## config.mk

```make
export PLATFORM = sky130hd
export DESIGN_NAME = adccal_ctrl
export DESIGN_NICKNAME = d
export VERILOG_FILES = /design/src/verilog/adccal_pkg.sv /design/src/verilog/adccal_chan_dec.sv /design/src/verilog/adccal_ctrl.sv
export SDC_FILE = /design/constraint.sdc
export NUM_CORES = 1
export LEC_CHECK = 0
export ABC_CLOCK_PERIOD_IN_PS = 32000
export BUFFER_PORTS_ARGS = -buffer_cell sky130_fd_sc_hd__clkbuf_2
export CAP_MARGIN = 20
export CORE_MARGIN = 3
export CORE_UTILIZATION = 37
export DETAILED_ROUTE_END_ITERATION = 7
export GPL_TIMING_DRIVEN = 0
export PLACE_DENSITY_LB_ADDON = 0.15
export SYNTH_ARGS = -nofsm -noshare
export SYNTH_HDL_FRONTEND = slang
export SYNTH_SLANG_ARGS = --single-unit
export TNS_END_PERCENT = 30
```

## constraint.sdc

```tcl
create_clock -name sys_clk -period 32 [get_ports sys_clk]
set_input_delay 6.4 -clock sys_clk [delete_from_list [all_inputs] [get_ports sys_clk]]
set_output_delay 6.4 -clock sys_clk [all_outputs]
set_load 0.1 [all_outputs]
```

## src/verilog/adccal_pkg.sv

```systemverilog
/*
  Package for the converter calibration control block: register address, field positions,
  reset values, channel codes, averaging counts and timing constants.
  Assumes an 8-bit special function register bus on the core clock.
*/
package adccal_pkg;

  localparam logic [7:0] ADCCAL_CAL_CTRL_ADDR = 8'hF5;
  localparam logic [7:0] ADCCAL_CAL_CTRL_RESET = 8'h00;

  localparam int ADCCAL_BIT_BUSY = 7;
  localparam int ADCCAL_BIT_GAIN_DIS = 6;
  localparam int ADCCAL_BIT_AVG_HI = 5;
  localparam int ADCCAL_BIT_AVG_LO = 4;
  localparam int ADCCAL_BIT_RSVD3 = 3;
  localparam int ADCCAL_BIT_CAL_EN = 2;
  localparam int ADCCAL_BIT_TYPE = 1;
  localparam int ADCCAL_BIT_START = 0;

  localparam logic [1:0] ADCCAL_AVG_15 = 2'h0;
  localparam logic [1:0] ADCCAL_AVG_1 = 2'h1;
  localparam logic [1:0] ADCCAL_AVG_31 = 2'h2;
  localparam logic [1:0] ADCCAL_AVG_63 = 2'h3;
  localparam logic [5:0] ADCCAL_CNT_15 = 6'h0F;
  localparam logic [5:0] ADCCAL_CNT_1 = 6'h01;
  localparam logic [5:0] ADCCAL_CNT_31 = 6'h1F;
  localparam logic [5:0] ADCCAL_CNT_63 = 6'h3F;

  localparam logic [3:0] ADCCAL_CH_TEMP = 4'h8;
  localparam logic [3:0] ADCCAL_CH_DAC0 = 4'h9;
  localparam logic [3:0] ADCCAL_CH_DAC1 = 4'hA;
  localparam logic [3:0] ADCCAL_CH_AGND = 4'hB;
  localparam logic [3:0] ADCCAL_CH_VREF = 4'hC;
  localparam logic [3:0] ADCCAL_CH_DMA_STOP = 4'hF;

  // Analog mux select encodings
  localparam logic [2:0] ADCCAL_MUX_EXT = 3'h0;
  localparam logic [2:0] ADCCAL_MUX_TEMP = 3'h1;
  localparam logic [2:0] ADCCAL_MUX_DAC0 = 3'h2;
  localparam logic [2:0] ADCCAL_MUX_DAC1 = 3'h3;
  localparam logic [2:0] ADCCAL_MUX_AGND = 3'h4;
  localparam logic [2:0] ADCCAL_MUX_VREF = 3'h5;
  localparam logic [2:0] ADCCAL_MUX_NONE = 3'h6;

  localparam int ADCCAL_CLK_MHZ = 100;
  localparam int ADCCAL_TEMP_ACQ_US = 1;
  localparam int ADCCAL_TEMP_ACQ_CYC = ADCCAL_TEMP_ACQ_US * ADCCAL_CLK_MHZ;

  typedef struct packed {
    logic gain_cal_disable;
    logic [1:0] average_count;
    logic cal_type_select;
  } adccal_cfg_t;

  typedef struct packed {
    logic done;
    logic [11:0] data;
  } adccal_result_t;

endpackage

```

## src/verilog/adccal_chan_dec.sv

```systemverilog
/*
  Channel code decoder: maps a 4-bit channel code to an analog mux select.
  Assumes the code and buffer-enable come from logic on the same clock.
*/
`timescale 1ns/1ps
module adccal_chan_dec
  import adccal_pkg::*;
(
  input wire logic [3:0] chan_code,
  input wire logic dac_buf_on,
  output logic [2:0] mux_sel,
  output logic is_dma_stop,
  output logic chan_illegal
);

  always_comb begin
    mux_sel = ADCCAL_MUX_NONE;
    chan_illegal = 1'b0;
    is_dma_stop = 1'b0;
    case (chan_code)
      ADCCAL_CH_TEMP: mux_sel = ADCCAL_MUX_TEMP;
      ADCCAL_CH_DAC0: begin
        mux_sel = dac_buf_on ? ADCCAL_MUX_DAC0 : ADCCAL_MUX_NONE;
        chan_illegal = !dac_buf_on;
      end
      ADCCAL_CH_DAC1: begin
        mux_sel = dac_buf_on ? ADCCAL_MUX_DAC1 : ADCCAL_MUX_NONE;
        chan_illegal = !dac_buf_on;
      end
      ADCCAL_CH_AGND: mux_sel = ADCCAL_MUX_AGND;
      ADCCAL_CH_VREF: mux_sel = ADCCAL_MUX_VREF;
      ADCCAL_CH_DMA_STOP: is_dma_stop = 1'b1;
      default: begin
        if (chan_code[3]) begin
          chan_illegal = 1'b1;
        end else begin
          mux_sel = ADCCAL_MUX_EXT;
        end
      end
    endcase
  end

endmodule

```

## src/verilog/adccal_ctrl.sv

```systemverilog
/*
  Converter calibration sequencer with busy status and the calibration control register.
  Assumes an 8-bit SFR bus on sys_clk, a converter that pulses done per reading,
  and a DMA engine that fetches channel identifiers from external data memory.
*/
`timescale 1ns/1ps
module adccal_ctrl
  import adccal_pkg::*;
(
  input wire logic sys_clk,
  input wire logic reset,
  input wire logic clk_en,
  input wire logic sfr_wr,
  input wire logic sfr_rd,
  input wire logic [7:0] sfr_addr,
  input wire logic [7:0] sfr_wdata,
  output logic [7:0] sfr_rdata,
  output logic sfr_hit,
  input wire logic conv_req,
  input wire logic [3:0] chan_code,
  input wire logic dac_buf_on,
  input wire logic dma_active,
  input wire logic dma_id_valid,
  input wire logic [3:0] dma_id,
  input wire adccal_result_t adc_result,
  output logic adc_sample,
  output logic [2:0] adc_mux_sel,
  output logic cal_gain_mode,
  output logic cal_write,
  output logic [11:0] cal_value,
  output logic dma_stop,
  output logic chan_error,
  output logic busy
);

  typedef enum {ADCCAL_IDLE, ADCCAL_ACQ, ADCCAL_SAMPLE, ADCCAL_WAIT, ADCCAL_DONE} adccal_state_t;

  adccal_state_t state_reg;
  adccal_cfg_t cfg_reg;
  logic rsvd3_reg;
  logic cal_en_reg;
  logic start_reg;
  logic busy_reg;
  logic is_cal_reg;
  logic [5:0] reads_left_reg;
  logic [17:0] acc_reg;
  logic [7:0] acq_cnt_reg;
  logic [2:0] mux_reg;
  logic [7:0] rdata_reg;
  logic hit_reg;
  logic sample_reg;
  logic cal_write_reg;
  logic [11:0] cal_value_reg;
  logic dma_stop_reg;
  logic chan_err_reg;
  logic [3:0] active_code;
  logic [2:0] dec_sel;
  logic dec_stop;
  logic dec_illegal;
  logic wr_hit;
  logic cal_launch;
  logic conv_launch;
  logic [5:0] avg_total;

  function automatic logic [5:0] avg_count(input logic [1:0] sel);
    case (sel)
      ADCCAL_AVG_15: avg_count = ADCCAL_CNT_15;
      ADCCAL_AVG_1: avg_count = ADCCAL_CNT_1;
      ADCCAL_AVG_31: avg_count = ADCCAL_CNT_31;
      ADCCAL_AVG_63: avg_count = ADCCAL_CNT_63;
      default: avg_count = ADCCAL_CNT_1;
    endcase
  endfunction

  assign active_code = dma_active ? dma_id : chan_code;
  assign wr_hit = sfr_wr && (sfr_addr == ADCCAL_CAL_CTRL_ADDR);
  // Start ignored while a cycle is already running
  assign cal_launch = wr_hit && sfr_wdata[ADCCAL_BIT_START] && !busy_reg;
  assign conv_launch = conv_req && !busy_reg && !cal_launch && !dec_stop && !dec_illegal;
  assign avg_total = avg_count(cfg_reg.average_count);

  adccal_chan_dec u_dec (
    .chan_code(active_code),
    .dac_buf_on(dac_buf_on),
    .mux_sel(dec_sel),
    .is_dma_stop(dec_stop),
    .chan_illegal(dec_illegal)
  );

  // Configuration fields
  always_ff @(posedge sys_clk or posedge reset) begin
    if (reset) begin
      cfg_reg <= '0;
      rsvd3_reg <= 1'b0;
      cal_en_reg <= 1'b0;
    end else if (clk_en && wr_hit) begin
      cfg_reg.gain_cal_disable <= sfr_wdata[ADCCAL_BIT_GAIN_DIS];
      cfg_reg.average_count <= sfr_wdata[ADCCAL_BIT_AVG_HI:ADCCAL_BIT_AVG_LO];
      cfg_reg.cal_type_select <= sfr_wdata[ADCCAL_BIT_TYPE];
      rsvd3_reg <= sfr_wdata[ADCCAL_BIT_RSVD3];
      cal_en_reg <= sfr_wdata[ADCCAL_BIT_CAL_EN];
    end
  end

  // Sequencer
  always_ff @(posedge sys_clk or posedge reset) begin
    if (reset) begin
      state_reg <= ADCCAL_IDLE;
      start_reg <= 1'b0;
      busy_reg <= 1'b0;
      is_cal_reg <= 1'b0;
      reads_left_reg <= '0;
      acc_reg <= '0;
      acq_cnt_reg <= '0;
      mux_reg <= ADCCAL_MUX_NONE;
      sample_reg <= 1'b0;
      cal_write_reg <= 1'b0;
      cal_value_reg <= '0;
    end else if (clk_en) begin
      sample_reg <= 1'b0;
      cal_write_reg <= 1'b0;
      case (state_reg)
        ADCCAL_IDLE: begin
          if (cal_launch) begin
            start_reg <= 1'b1;
            busy_reg <= 1'b1;
            is_cal_reg <= 1'b1;
            reads_left_reg <= avg_count(sfr_wdata[ADCCAL_BIT_AVG_HI:ADCCAL_BIT_AVG_LO]);
            acc_reg <= '0;
            // Full scale uses reference, zero scale uses ground
            mux_reg <= sfr_wdata[ADCCAL_BIT_TYPE] ? ADCCAL_MUX_VREF : ADCCAL_MUX_AGND;
            state_reg <= ADCCAL_SAMPLE;
          end else if (conv_launch) begin
            busy_reg <= 1'b1;
            is_cal_reg <= 1'b0;
            reads_left_reg <= ADCCAL_CNT_1;
            mux_reg <= dec_sel;
            acq_cnt_reg <= '0;
            state_reg <= (dec_sel == ADCCAL_MUX_TEMP) ? ADCCAL_ACQ : ADCCAL_SAMPLE;
          end
        end
        ADCCAL_ACQ: begin
          if (acq_cnt_reg == 8'(ADCCAL_TEMP_ACQ_CYC - 1)) begin
            state_reg <= ADCCAL_SAMPLE;
          end else begin
            acq_cnt_reg <= acq_cnt_reg + 8'h01;
          end
        end
        ADCCAL_SAMPLE: begin
          sample_reg <= 1'b1;
          state_reg <= ADCCAL_WAIT;
        end
        ADCCAL_WAIT: begin
          if (adc_result.done) begin
            acc_reg <= acc_reg + 18'(adc_result.data);
            reads_left_reg <= reads_left_reg - 6'h01;
            state_reg <= (reads_left_reg == ADCCAL_CNT_1) ? ADCCAL_DONE : ADCCAL_SAMPLE;
          end
        end
        ADCCAL_DONE: begin
          if (is_cal_reg) begin
            cal_value_reg <= 12'(acc_reg / 18'(avg_total));
            // Gain result discarded when gain calibration disabled
            cal_write_reg <= !(cfg_reg.cal_type_select && cfg_reg.gain_cal_disable);
          end
          start_reg <= 1'b0;
          busy_reg <= 1'b0;
          mux_reg <= ADCCAL_MUX_NONE;
          state_reg <= ADCCAL_IDLE;
        end
        default: state_reg <= ADCCAL_IDLE;
      endcase
    end
  end

  // DMA stop marker and channel error flags
  always_ff @(posedge sys_clk or posedge reset) begin
    if (reset) begin
      dma_stop_reg <= 1'b0;
      chan_err_reg <= 1'b0;
    end else if (clk_en) begin
      dma_stop_reg <= dma_active && dma_id_valid && dec_stop;
      chan_err_reg <= conv_req && !busy_reg && dec_illegal;
    end
  end

  // Register read port; busy is read-only
  always_ff @(posedge sys_clk or posedge reset) begin
    if (reset) begin
      rdata_reg <= ADCCAL_CAL_CTRL_RESET;
      hit_reg <= 1'b0;
    end else if (clk_en) begin
      hit_reg <= (sfr_rd || sfr_wr) && (sfr_addr == ADCCAL_CAL_CTRL_ADDR);
      if (sfr_rd && (sfr_addr == ADCCAL_CAL_CTRL_ADDR)) begin
        rdata_reg <= {busy_reg, cfg_reg.gain_cal_disable, cfg_reg.average_count,
                      rsvd3_reg, cal_en_reg, cfg_reg.cal_type_select, start_reg};
      end else begin
        rdata_reg <= ADCCAL_CAL_CTRL_RESET;
      end
    end
  end

  assign sfr_rdata = rdata_reg;
  assign sfr_hit = hit_reg;
  assign adc_sample = sample_reg;
  assign adc_mux_sel = mux_reg;
  assign cal_gain_mode = cfg_reg.cal_type_select;
  assign cal_write = cal_write_reg;
  assign cal_value = cal_value_reg;
  assign dma_stop = dma_stop_reg;
  assign chan_error = chan_err_reg;
  assign busy = busy_reg;

endmodule

```

==> reports/results.ini <==
[run_status]
status=completed

[synth]
synthCells=1287
synth_flop_cell=dfrtp_1
synth_fp_nets=1428
synth_edf_count=0
syn-cell-area_mm2=0.01019
ys_warn_count=0
avgSynthCellArea_um2=7.921
synth-seq-cells=72
async_flop_share_pct=100.0
synth_cell_types=109
yosysSeqAreaShare_pct=17.70

[detailed_routing]
vias_per_cell=5.609
dr.pass1.iters=5
drc=0
vias=10438
drtAntennaViolNets=0
wl_mm=31.06
drtIter0Drc=505
wl_per_cell_um=16.69

[critical_path]
cp-end-kind=flop
crit_top_cell=a21oi_2
slowest_stage=or4_4
crit_type=reg2reg
r2r_cells=166
r2r_start=cfg_reg[1]
startpoint=cfg_reg[1]
cp.required_ps=32210
crit_end=cal_value[0]
start_kind=flop
slowest_delay_ps=610
path_max_fanout=10
rrSetupSlack_ps=1000
arrival_ps=31220
r2r-end=cal_value[0]

[global_routing]
grt_pass1_vias=9785
antenna_found_initial=0
grt_pass1_wl_mm=49.11
grt_usage_pct=19.99
grt.overflow.total=0
grt_max_degree=41

[floorplan]
dieArea_mm2=0.02958
start_util_pct=37.72
rows=60
core_mm2=0.02703
fp.dieW_um=172.0
ios=76
die_h_um=172.0

[min_path]
hold_path_class=reg2reg

[cts]
cts-root-buf=clkbuf_16
cts_tree=done
clk_pin_slew_ps=70
h-tree-depth=3
cts_buffers=9
hold_buffers=0
cts.sinks=72
clk_path_buf_depth=2
clk_latency_ps=350

[timing]
min_period_ps=31000
maxSlewViolCount=0
max_clock_freq_mhz=32.26
fin_crit_sh_pct=96.88
setup_viol=0
finalHoldViolations=0
relSlewSlack_pct=38.79
worstMarginPinSlew_ps=917.1
hold_ws_ps=485.1
clock_skew_ps=14.07

[layout]
layout_common_cells=buf_4, nor2_1, nand2_1
final_common_cell=buf_4
drive_gt1_share_pct=31.18
fin_nets=1656
fillers=2597
antennaDiodeCount=0
largest_reg_flops=18
syn_to_final_growth_pct=32.38

[placed_design]
gp_congestion=0.8951
dpl.hpwl_mm=22.51
port-buffer-count=72

[job]
cap_viol_max_count=0

[kinds of logic (layout without fill, tap and decap cells)]
group | after synthesis | after routing | share of synthesized area [%]
AND/OR/NAND/NOR | 445 | 445 | 22.10
buffers and inverters | 99 | 332 | 4.345
multiplexers | 52 | 52 | 5.486
flip-flops | 72 | 72 | 17.70
XOR/XNOR | 102 | 102 | 8.763
adder cells (fa/ha/maj) | 96 | 96 | 11.90
AO/OA/AOI/OAI | 421 | 421 | 29.70
[routing by layer]
metal,global-route usage (%),wire length (um),vias to the layer above
li1,-,-,5262
met1,28.06,14910,4987
met2,33.66,14870,169
met3,2.241,949,20
met4,3.471,323,0
met5,0,0,-
[critical path, delay by kind of cell, from the launching register on]
family,cells,cell delay (ps)
xor+xnor,8,1160
compound gates,67,11800
simple gates,55,9100
fa+ha+maj,17,5030
buf+inv,15,2110
mux,4,1100
flops,1,530
[how the worst min path moves through the flow]
stage / from / endpoint / slack [ps] / cells past startpoint
4_1_cts: acq_cnt_reg[7] / acq_cnt_reg[7] / 480 / 1
6_report: cal_en_reg / sfr_rdata[2] / 490 / 2
2_1_floorplan: acq_cnt_reg[7] / acq_cnt_reg[7] / 440 / 1
5_1_grt: acq_cnt_reg[7] / acq_cnt_reg[7] / 490 / 1
3_5_place_dp: cal_en_reg / sfr_rdata[2] / 470 / 2
3_3_place_gp: acq_cnt_reg[7] / acq_cnt_reg[7] / 460 / 1
[cells in the mapped netlist, drive strengths merged, types with 7 or more instances]
master | count | area (um^2)
a31oi | 19 | 170.2
clkbuf | 21 | 78.83
mux2i | 24 | 240.2
dfrtp | 70 | 1752
o21bai | 13 | 101.4
or3 | 13 | 81.33
nor4 | 10 | 62.56
buf | 21 | 150.1
o41ai | 7 | 87.59
nor2b | 15 | 93.84
nor2 | 132 | 495.5
o32ai | 7 | 68.82
o211ai | 14 | 133.9
a22o | 12 | 105.1
o21a | 17 | 127.6
a211oi | 19 | 190.2
ha | 93 | 1164
nand4 | 14 | 100.1
and2 | 18 | 115.1
inv | 57 | 214.0
mux2 | 28 | 319.0
xor2 | 31 | 271.5
and3 | 20 | 130.1
nand3 | 34 | 170.2
o21ai | 102 | 510.5
or2 | 14 | 87.58
xnor2 | 71 | 621.9
a21o | 20 | 150.1
a21oi | 101 | 524.3
nor3 | 41 | 210.2
o22ai | 8 | 50.05
nand2 | 88 | 335.3
nand2b | 15 | 93.84
a21boi | 7 | 56.31
[cell type report]
class | instances | area, um^2 | area share (%)
plain buffers | 40 | 304.0 | 2.253
clock buffers | 9 | 225.2 | 1.669
clock inverters | 7 | 72.57 | 0.5377
inverters | 57 | 220.2 | 1.632
multi-input cells | 1116 | 8921 | 66.10
flip-flops and latches | 72 | 1804 | 13.37
well taps | 341 | 426.7 | 3.162
repair buffers | 217 | 1511 | 11.20
repair inverters | 2 | 10.01 | 0.07417
[through the flow]
step                cell area [um^2]  cells  util (%)  TNS [ps]  setup WS [ps]
CTS                            12210   1771     45.19         0          6.590
finish                         13500   1861     49.94         0          998.2
detailed placement             11100   1701     41.06    -11240          -5729
floorplan                      10280   1287         -         0          19.67
global placement               11070   1700     40.95    -10810          -5571
global route                   13500   1861     49.94    -479.9         -479.9
[timing repair]
item | CTS | global route
gates cloned | 2 | 2
setup endpoints to repair | 3 | 2
gates resized for setup | 94 | 120
pin swaps | 51 | 106
setup buffers | 54 | 86
Power is not shown: default switching activity piles up to over one toggle a cycle in this logic, so the estimate is an artifact.
